### config.mk
export PLATFORM = sky130hd
export DESIGN_NAME = output_compare_power_pin_ctrl
export DESIGN_NICKNAME = d
export VERILOG_FILES = /design/src/rtl/oc_power_pkg.sv /design/src/rtl/fault_sync.sv /design/src/rtl/output_compare_power_pin_ctrl.sv
export SDC_FILE = /design/constraint.sdc
export NUM_CORES = 1
export LEC_CHECK = 0
export ABC_AREA = 1
export BUFFER_PORTS_ARGS = -buffer_cell sky130_fd_sc_hd__buf_2
export CAP_MARGIN = 20
export CORE_ASPECT_RATIO = 1.2
export CORE_UTILIZATION = 25
export DETAILED_ROUTE_END_ITERATION = 16
export HOLD_SLACK_MARGIN = 0.1
export PLACE_DENSITY = 0.48
export SYNTH_ARGS = -nofsm -noshare
export SYNTH_HDL_FRONTEND = slang
export SYNTH_SLANG_ARGS = --single-unit
export TNS_END_PERCENT = 5
### constraint.sdc
create_clock -name clk -period 4.2 [get_ports clk]
set_input_delay 1.26 -clock clk [delete_from_list [all_inputs] [get_ports clk]]
set_output_delay 1.26 -clock clk [all_outputs]
set_load 0.01 [all_outputs]
### src/rtl/oc_power_pkg.sv
// constants and register layout for the output compare channel
package oc_power_pkg;
  localparam logic [7:0] ADDR_CTRL_ONE = 8'h00;
  localparam logic [7:0] ADDR_CTRL_TWO = 8'h04;
  localparam logic [7:0] ADDR_SEC_CMP = 8'h08;
  localparam logic [7:0] ADDR_PRI_CMP = 8'h0C;
  localparam logic [7:0] ADDR_TMR = 8'h10;
  localparam logic [7:0] ADDR_IRQ_STAT = 8'h14;
  localparam logic [7:0] ADDR_IRQ_MASK = 8'h18;
  localparam logic [15:0] CTRL_ONE_RESET = 16'h0000;
  localparam logic [15:0] CTRL_TWO_RESET = 16'h000C;
  localparam logic [15:0] CTRL_ONE_MASK = 16'h3FFF;
  localparam logic [15:0] CTRL_TWO_MASK = 16'hF7FF;
  // control one fields
  localparam int C1_IDLE_STOP = 13;
  localparam int C1_TSEL_LO = 10;
  localparam int C1_FEN_LO = 7;
  localparam int C1_FFLAG_LO = 4;
  localparam int C1_ONE_SHOT = 3;
  localparam int C1_MODE_LO = 0;
  // control two fields
  localparam int C2_FAULT_CLR_MODE = 15;
  localparam int C2_FAULT_OUT = 14;
  localparam int C2_FAULT_TRI = 13;
  localparam int C2_INVERT = 12;
  localparam int C2_TRIG_SEL = 7;
  localparam int C2_TRIG_STAT = 6;
  localparam int C2_OUT_TRI = 5;
  // interrupt status bits
  localparam int IRQ_MATCH = 0;
  localparam int IRQ_FAULT = 1;
  localparam logic [2:0] MODE_OFF = 3'h0;
  localparam logic [2:0] MODE_FAULT_PWM = 3'h7;
  typedef enum logic [1:0] {PWR_RUN, PWR_IDLE, PWR_SLEEP, PWR_DOZE} power_state_t;
endpackage

### src/rtl/fault_sync.sv
// two-flop synchroniser for the fault pins
`timescale 1ns/1ps
`default_nettype none
module fault_sync #(
  parameter int WIDTH = 3
) (
  input wire logic clk,
  input wire logic rst_n,
  input wire logic [WIDTH-1:0] async_in,
  output logic [WIDTH-1:0] sync_out
);
  logic [WIDTH-1:0] stage1_q;
  always_ff @(posedge clk or negedge rst_n) begin
    if (!rst_n) begin
      stage1_q <= '0;
      sync_out <= '0;
    end else begin
      stage1_q <= async_in;
      sync_out <= stage1_q;
    end
  end
endmodule
`default_nettype wire

### src/rtl/output_compare_power_pin_ctrl.sv
// output compare channel with power states, fault forcing, pin ownership and apb registers
`timescale 1ns/1ps
`default_nettype none
module output_compare_power_pin_ctrl (
  input wire logic clk,
  input wire logic rst_n,
  input wire logic psel,
  input wire logic penable,
  input wire logic pwrite,
  input wire logic [7:0] paddr,
  input wire logic [31:0] pwdata,
  output logic [31:0] prdata,
  output logic pready,
  output logic pslverr,
  input wire oc_power_pkg::power_state_t power_state,
  input wire logic peripheral_module_disable,
  input wire logic [5:0] timebase_tick,
  input wire logic trigger_in,
  input wire logic [2:0] fault_pins_in,
  input wire logic pin_latch,
  input wire logic pin_direction,
  output logic compare_output_pin,
  output logic compare_output_pin_oe,
  output logic irq
);
  import oc_power_pkg::*;

  logic [15:0] ctrl_one_q;
  logic [15:0] ctrl_two_q;
  logic [15:0] sec_cmp_q;
  logic [15:0] pri_cmp_q;
  logic [15:0] tmr_q;
  logic [1:0] irq_stat_q;
  logic [1:0] irq_mask_q;
  logic [1:0] irq_pending_q;
  logic out_level_q;
  logic fault_force_q;
  logic [2:0] fault_sync;
  logic [2:0] fault_hit;
  logic wr_en;
  logic rd_en;
  logic addr_ok;
  logic halted;
  logic sleeping;
  logic enabled;
  logic tick;
  logic timer_held;
  logic match_pri;
  logic match_sec;
  logic [15:0] ctrl_one_wr;

  fault_sync #(.WIDTH(3)) u_fault_sync (
    .clk(clk),
    .rst_n(rst_n),
    .async_in(fault_pins_in),
    .sync_out(fault_sync)
  );

  assign addr_ok = (paddr == ADDR_CTRL_ONE) || (paddr == ADDR_CTRL_TWO) || (paddr == ADDR_SEC_CMP)
                 || (paddr == ADDR_PRI_CMP) || (paddr == ADDR_TMR) || (paddr == ADDR_IRQ_STAT)
                 || (paddr == ADDR_IRQ_MASK);
  assign pready = 1'b1;
  assign pslverr = psel && penable && !addr_ok;
  // module disable blocks every register write
  assign wr_en = psel && penable && pwrite && !peripheral_module_disable;
  assign rd_en = psel && penable && !pwrite;

  assign sleeping = (power_state == PWR_SLEEP);
  // doze is treated the same as run
  assign halted = sleeping || ((power_state == PWR_IDLE) && ctrl_one_q[C1_IDLE_STOP])
                  || peripheral_module_disable;
  assign enabled = (ctrl_one_q[C1_MODE_LO +: 3] != MODE_OFF);
  assign tick = timebase_tick[ctrl_one_q[C1_TSEL_LO +: 3] > 3'h5 ? 3'h5 : ctrl_one_q[C1_TSEL_LO +: 3]];
  assign timer_held = ctrl_one_q[C1_ONE_SHOT] && !ctrl_two_q[C2_TRIG_STAT];
  assign match_pri = enabled && !halted && tick && !timer_held && (tmr_q == pri_cmp_q);
  assign match_sec = enabled && !halted && tick && !timer_held && (tmr_q == sec_cmp_q);
  // fault detection keeps running in every power state, only in fault pwm mode
  assign fault_hit = fault_sync & ctrl_one_q[C1_FEN_LO +: 3]
                     & {3{ctrl_one_q[C1_MODE_LO +: 3] == MODE_FAULT_PWM}};

  // flags: hardware set wins over a software write of zero
  always_comb begin
    ctrl_one_wr = (pwdata[15:0] & CTRL_ONE_MASK);
    ctrl_one_wr[C1_FFLAG_LO +: 3] = ctrl_one_wr[C1_FFLAG_LO +: 3] | fault_hit;
  end

  always_ff @(posedge clk or negedge rst_n) begin
    if (!rst_n) begin
      ctrl_one_q <= CTRL_ONE_RESET;
    end else if (wr_en && paddr == ADDR_CTRL_ONE) begin
      ctrl_one_q <= ctrl_one_wr;
    end else begin
      ctrl_one_q[C1_FFLAG_LO +: 3] <= ctrl_one_q[C1_FFLAG_LO +: 3] | fault_hit;
    end
  end

  always_ff @(posedge clk or negedge rst_n) begin
    if (!rst_n) begin
      ctrl_two_q <= CTRL_TWO_RESET;
    end else if (wr_en && paddr == ADDR_CTRL_TWO) begin
      ctrl_two_q <= pwdata[15:0] & CTRL_TWO_MASK;
      if (trigger_in && !halted) begin
        ctrl_two_q[C2_TRIG_STAT] <= 1'b1;
      end
    end else if (!halted) begin
      if (trigger_in) begin
        ctrl_two_q[C2_TRIG_STAT] <= 1'b1;
      end else if (ctrl_one_q[C1_ONE_SHOT] && tick && tmr_q == sec_cmp_q) begin
        ctrl_two_q[C2_TRIG_STAT] <= 1'b0;
      end
    end
  end

  // compare values have no reset; they hold across halt so wake needs no setup
  always_ff @(posedge clk) begin
    if (wr_en && paddr == ADDR_SEC_CMP) begin
      sec_cmp_q <= pwdata[15:0];
    end
    if (wr_en && paddr == ADDR_PRI_CMP) begin
      pri_cmp_q <= pwdata[15:0];
    end
  end

  always_ff @(posedge clk) begin
    if (wr_en && paddr == ADDR_TMR) begin
      tmr_q <= pwdata[15:0];
    end else if (enabled && timer_held && !halted) begin
      tmr_q <= 16'h0000;
    end else if (enabled && !halted && tick) begin
      tmr_q <= (tmr_q == sec_cmp_q) ? 16'h0000 : tmr_q + 16'h0001;
    end
  end

  // pwm-style output: set at period rollover, clear at primary match
  always_ff @(posedge clk or negedge rst_n) begin
    if (!rst_n) begin
      out_level_q <= 1'b0;
    end else if (!enabled) begin
      out_level_q <= 1'b0;
    end else if (!halted) begin
      if (match_sec) begin
        out_level_q <= 1'b1;
      end else if (match_pri) begin
        out_level_q <= 1'b0;
      end
    end
  end

  // fault latch: released by software clearing the flags, or by the period when automatic
  always_ff @(posedge clk or negedge rst_n) begin
    if (!rst_n) begin
      fault_force_q <= 1'b0;
    end else if (|fault_hit) begin
      fault_force_q <= 1'b1;
    end else if (ctrl_two_q[C2_FAULT_CLR_MODE]) begin
      if (ctrl_one_q[C1_FFLAG_LO +: 3] == 3'h0) begin
        fault_force_q <= 1'b0;
      end
    end else if (match_sec) begin
      fault_force_q <= 1'b0;
    end
  end

  always_comb begin
    compare_output_pin = pin_latch;
    compare_output_pin_oe = !pin_direction;
    if (enabled) begin
      compare_output_pin_oe = !ctrl_two_q[C2_OUT_TRI];
      compare_output_pin = out_level_q ^ ctrl_two_q[C2_INVERT];
      if (fault_force_q) begin
        compare_output_pin = ctrl_two_q[C2_FAULT_OUT];
        compare_output_pin_oe = !ctrl_two_q[C2_FAULT_TRI];
      end
    end
  end

  // interrupts: events latch into pending while asleep and post on wake
  always_ff @(posedge clk or negedge rst_n) begin
    if (!rst_n) begin
      irq_pending_q <= 2'h0;
    end else if (sleeping) begin
      irq_pending_q <= irq_pending_q | {|fault_hit, 1'b0};
    end else begin
      irq_pending_q <= 2'h0;
    end
  end

  always_ff @(posedge clk or negedge rst_n) begin
    if (!rst_n) begin
      irq_stat_q <= 2'h0;
    end else begin
      if (wr_en && paddr == ADDR_IRQ_STAT) begin
        // a queued sleep event posting in the same cycle as a clear still wins
        irq_stat_q <= (irq_stat_q & ~pwdata[1:0]) | (sleeping ? 2'h0 : (irq_pending_q | {|fault_hit, match_pri}));
      end else if (!sleeping) begin
        irq_stat_q <= irq_stat_q | irq_pending_q | {|fault_hit, match_pri};
      end
    end
  end

  always_ff @(posedge clk or negedge rst_n) begin
    if (!rst_n) begin
      irq_mask_q <= 2'h0;
    end else if (wr_en && paddr == ADDR_IRQ_MASK) begin
      irq_mask_q <= pwdata[1:0];
    end
  end

  assign irq = |(irq_stat_q & irq_mask_q);

  always_ff @(posedge clk or negedge rst_n) begin
    if (!rst_n) begin
      prdata <= 32'h00000000;
    end else if (psel && !penable && !pwrite) begin
      prdata <= 32'h00000000;
      if (!peripheral_module_disable) begin
        case (paddr)
          ADDR_CTRL_ONE: prdata <= {16'h0000, ctrl_one_q};
          ADDR_CTRL_TWO: prdata <= {16'h0000, ctrl_two_q};
          ADDR_SEC_CMP: prdata <= {16'h0000, sec_cmp_q};
          ADDR_PRI_CMP: prdata <= {16'h0000, pri_cmp_q};
          ADDR_TMR: prdata <= {16'h0000, tmr_q};
          ADDR_IRQ_STAT: prdata <= {30'h00000000, irq_stat_q};
          ADDR_IRQ_MASK: prdata <= {30'h00000000, irq_mask_q};
          default: prdata <= 32'h00000000;
        endcase
      end
    end
  end

  logic unused_ok;
  assign unused_ok = rd_en;
endmodule
`default_nettype wire

; ---- Word-level counts from Yosys, hierarchy flattened
; Cells that the tools add are included.
[totals]
register_bits = 123
input_bits = 60
out_inout_bits = 37
elab_cells = 132
[classes]
add_sub_neg = 1
magnitude_cmp = 2
n_eq_ne = 16
mux = 31
n_bitwise = 13
n_reduce_logical = 54
[ops]
columns = op, n
row1 = $pmux W16 S7, 1
row2 = $mux W16, 4
row3 = $eq A16 B16 Y1, 2
row4 = $mux W32, 1
row5 = $logic_and A1 B1 Y1, 25
row6 = $eq A8 B5 Y1 const B, 3
row7 = $mux W1, 18
row8 = $add A16 B1 Y16 const B, 1
row9 = $eq A8 B4 Y1 const B, 2
row10 = $reduce_bool A3 Y1, 4
row11 = $logic_not A1 Y1, 10
row12 = $or A2 B2 Y2, 5
row13 = $eq A8 B3 Y1 const B, 1
row14 = $logic_not A8 Y1, 1
row15 = $logic_or A1 B1 Y1, 8
row16 = $mux W2, 4
row17 = $and A3 B3 Y3, 2
row18 = $mux W3, 2
row19 = $ne A3 B1 Y1 const B, 2
row20 = $or A3 B3 Y3, 2
row21 = $reduce_and A2 Y1, 3
row22 = $and A2 B2 Y2, 2
row23 = $lt A3 B4 Y1 const B, 1
row24 = $ne A2 B1 Y1 const B, 2
row25 = 11 further kinds, 11

; ---- Logic depth before layout (Yosys ltp)
[depth]
word_depth = 13
ltp_mapped = 12
mapped_depth_nobuf = 11

; ---- Modules after synthesis
; Synthesis repeated with hierarchy kept, for this count alone.
[unflattened]
cells_unflattened = 726
area_unflattened_um2 = 5940.7
[modules_own_cells]
columns = mod, instances, cells_per_inst, area_each_um2, seq_area_each_um2
row1 = output_compare_power_pin_ctrl, 1, 720, 5790.6, 2745.1
row2 = fault_sync, 1, 6, 150.1, 150.1

; ---- Worst setup path after synthesis
; Ideal clock, no wire load.
[synth_path]
path_type = input -> register
startpoint = input port paddr[5]
endpoint = register pri_cmp_q[0], enable pin
setup_time_ns = 0.409
t_arrival_ns = 2.895
t_required_ns = 3.791
slack_ns = 0.896
stages = 5
path_cell_list = nor2_1 nand3_1 inv_2 nand2_2 nor3_1
[synth_between]
elab_chain_cells = 2
[synth_rtl]
columns = item, line_no
row1 = "start, declared", output_compare_power_pin_ctrl.sv:10  ; input wire logic [7:0] paddr,
row2 = $eq A8 B4 Y1, output_compare_power_pin_ctrl.sv:119  ; if (wr_en && paddr == ADDR_PRI_CMP) begin
row3 = $logic_and A1 B1 Y1, output_compare_power_pin_ctrl.sv:119
row4 = "end signal, assigned", output_compare_power_pin_ctrl.sv:120  ; pri_cmp_q <= pwdata[15:0];
row5 = "end, declared", output_compare_power_pin_ctrl.sv:31  ; logic [15:0] pri_cmp_q;
; Every way passes these cells.
; A chain may end at the register's enable or synchronous reset.

; ---- Final worst setup path
[layout_path]
startpoint = input port paddr[5]
endpoint = output port pslverr
[layout_between]
elab_chain_cells = 9
[layout_rtl]
columns = item, line_no
row1 = $eq A8 B3 Y1 / $logic_not A8 Y1 (equally long branches), output_compare_power_pin_ctrl.sv:59  ; assign addr_ok = (paddr == ADDR_CTRL_ONE) || (paddr == ADDR_CTRL_TWO) || (paddr == ADDR_SEC_CMP)
row2 = $logic_or A1 B1 Y1 (2 in a row), output_compare_power_pin_ctrl.sv:59
row3 = $logic_or A1 B1 Y1 (3 in a row), output_compare_power_pin_ctrl.sv:60  ; || (paddr == ADDR_PRI_CMP) || (paddr == ADDR_TMR) || (paddr == ADDR_IRQ_STAT)
row4 = $logic_or A1 B1 Y1 (*), output_compare_power_pin_ctrl.sv:61  ; || (paddr == ADDR_IRQ_MASK);
row5 = $logic_not A1 Y1 (*), output_compare_power_pin_ctrl.sv:63  ; assign pslverr = psel && penable && !addr_ok;
row6 = $logic_and A1 B1 Y1 (*), output_compare_power_pin_ctrl.sv:63
row7 = "end, declared", output_compare_power_pin_ctrl.sv:14  ; output logic pslverr,
; Mark *: on every way between the ends. The rest lies on a longest branch, timed or not.

==> out/qor.yml <==
outcome:
  outcome: "finished clean"
worst_hold_path:
  hold_path_class: "register to register"
timing:
  hold_viol_final: 0
  fmax_mhz: 296
  clock_skew_ns: 0.00912
  setup_viol: 0
  min_period_ns: 3.38
  tightest_slew_ns: 0.663
  tns_ns: 0
  rsz0062_at_grt: "no"
  final_max_slew_viol_count: 0
  maxSlewHeadroom_pct: 55.8
  fin_crit_sh_pct: 80.5
cts:
  root_buffer: "clkbuf_16"
  insertion_delay_ns: 0.36
  cts_resized: 0
  cts.path.max_buffers: 2
  cts_sinks: 106
  cts_tree: "yes"
  post_cts_buffers: 0
  cts_max_level: 3
  clk_pin_slew_ns: 0.07
  hold_buffers: 0
  cts_buffers: 9
setup_path:
  crit_slowest_cell: "a311oi_1"
  critPathArrivalTime_ns: 2.12
  path_cells: "buf_2 > nor2_1 > nand2_1 > a311oi_1 > nor2_1 > buf_2"
  cp-end-kind: "output pin"
  crit_type: "primary input to output pin"
  slowest_delay_ns: 0.28
  path_max_fanout: 2
  start_kind: "primary input"
  crit_required_ns: 2.94
place:
  dp.cells: 1054
  hpwl_mm: 12.8
  place_congestion: 0.841
  port_buffers: 63
final_layout:
  area_growth_pct: 14.9
  antenna-diode-count: 0
  drive_gt1_share_pct: 16.3
  fin_cells: 1070
  fin_nets: 816
global_routing:
  grt_pass1_wl_mm: 26.5
  grt-ovfl-total: 0
  grt_usage_pct: 15.2
  antenna_found_initial: 0
  grt_pass1_vias: 4493
  grt_max_degree: 34
detailed_routing:
  dr.pass1.iters: 4
  drt_iter0_drc: 273
  wirelength_mm: 17.2
  vias_per_cell: 4.29
  antenna_left: 0
  drcViolationCount: 0
  wl_per_cell_um: 16.1
  vias: 4594
pwr:
  powerDensity_nw_per_um2: 319
  peakVddDrop_mv: 0.173
  leakage_uw: 0.00311
floorplanning:
  ioPinCount: 97
  rows: 60
  core_area_um2: 22600
  dieArea_um2: 23800
  fp.dieW_um: 141
  die_h_um: 169
  initial_core_util_pct: 25.7
synth:
  synth_top_cell_by_area: "edfxtp_1"
  synth_area_per_cell_um2: 8.36
  synth-edff-count: 48
  synth_top_area_share_pct: 24.8
  synth_top_flop_cell: "dfrtp_1"
  netlist_area_um2: 5800
  synthArstFlopShare_pct: 54.7
  synthTopCellsByArea: "edfxtp_1, dfrtp_1, nand2_1"
  ys_ff_latch: 106
  syn_inst: 694
  ys_seq_area_share_pct: 49.9
  ys_warn_count: 0
  synth.distinct_cells: 40
job:
  maxCapViolCount: 0
Yosys cell counts (all sizes together), types with 14 or more instances:
master / instances
nor2: 68
dfrtp: 56
nor3: 16
inv: 91
xnor2: 14
o22ai: 15
buf: 29
o21ai: 63
nand3: 33
nand2: 201
edfxtp: 48
xor2: 15
per-layer routing:
layer	global-route usage [%]	vias to the layer above	routed length, um	part of all wire, %
met3	2.43	15	633	3.7
li1	-	2323	-	-
met5	0	-	0	0
met4	4.68	0	236	1.4
met1	18.8	2148	7540	44
met2	26.9	108	8820	51
flip-flops by register name, summed over array words and instances, names as in the netlist:
signal	cells
ctrl_one_q	14
ctrl_two_q	15
fault_force_q	1
irq_mask_q	2
irq_pending_q	1
irq_stat_q	2
out_level_q	1
prdata	16
pri_cmp_q	16
sec_cmp_q	16
tmr_q	16
u_fault_sync.stage1_q	3
u_fault_sync.sync_out	3
placed cells by master, fill, tap and decap left out, types with 5 or more instances in the layout:
cell type  count
nor2_4         5
inv_2          7
nor3_1        12
o211ai_1       7
o21ai_1       15
dfrtp_1       56
nand4_1        8
inv_1         84
a21oi_1        8
o22ai_1       15
o21ai_0       41
o21ai_2        7
edfxtp_1      48
buf_2         63
conb_1        17
xnor2_1       14
nand3_1       32
nand2_2        5
clkbuf_16     10
buf_4          8
nand2_1      194
nor2_1        62
xor2_1        15
cell families (layout without fill, tap and decap cells):
group	count (synthesis)	after routing	share of synthesized area (%)
AO/OA/AOI/OAI	98	98	9.81
adder cells (fa/ha/maj)	1	1	0.216
XOR/XNOR	29	29	4.38
AND/OR/NAND/NOR	329	329	24.7
multiplexers	1	1	0.259
flip-flops	106	106	49.9
other	2	17	0.129
buffers and inverters	128	179	10.6
worst max-delay path: cells and delay by family:
family	cells	cell delay, ns
buffers and inverters	2	0.23
AND/OR/NAND/NOR	3	0.34
AO/OA/AOI/OAI	1	0.28
path summary, 6_finish.rpt:
check	startpoint	endpoint	slack, ns	cells after the start
hold reg to reg	u_fault_sync.stage1_q[1]$_DFF_PN0_	u_fault_sync.sync_out[1]$_DFF_PN0_	0.35	0
setup reg to reg	tmr_q[5]$_DFFE_PP_	tmr_q[1]$_DFFE_PP_	2.05	11
hold / removal	u_fault_sync.stage1_q[1]$_DFF_PN0_	u_fault_sync.sync_out[1]$_DFF_PN0_	0.35	0
min in group asynchronous	rst_n	prdata[15]$_DFFE_PN0P_	0.92	1
max in group asynchronous	rst_n	ctrl_two_q[2]$_DFFE_PN1P_	2.61	2
setup / recovery	paddr[5]	pslverr	0.82	6
report_power, final:
part,switching (uW),internal (uW)
sequential,17.3,1100
clock,400,460
combinational,100,48.2
cell type report:
| class | instances | area, um2 |
|---|---|---|
| well taps | 310 | 388 |
| clock buffers | 12 | 268 |
| inverters | 91 | 342 |
| clock inverters | 4 | 30.0 |
| repair buffers | 72 | 395 |
| flip-flops and latches | 106 | 2900 |
| multi-input cells | 475 | 2350 |
| fillers | 2441 | 15900 |
metrics by stage:
step                util [%]  setup WS (ns)  power [uW]  hold WS (ns)  cell area (um2)
CTS                     29.5          0.755        2160         0.353             6670
detailed placement      28.2          0.751        1290         0.336             6370
global route            29.5          0.720        2220         0.361             6670
floorplan                  -          0.896        1230         0.331             5860
finish                  29.5          0.820        2130         0.352             6670
global placement        28.2          0.749        1290         0.334             6370
No activity file was read; power rests on OpenSTA's default activity.
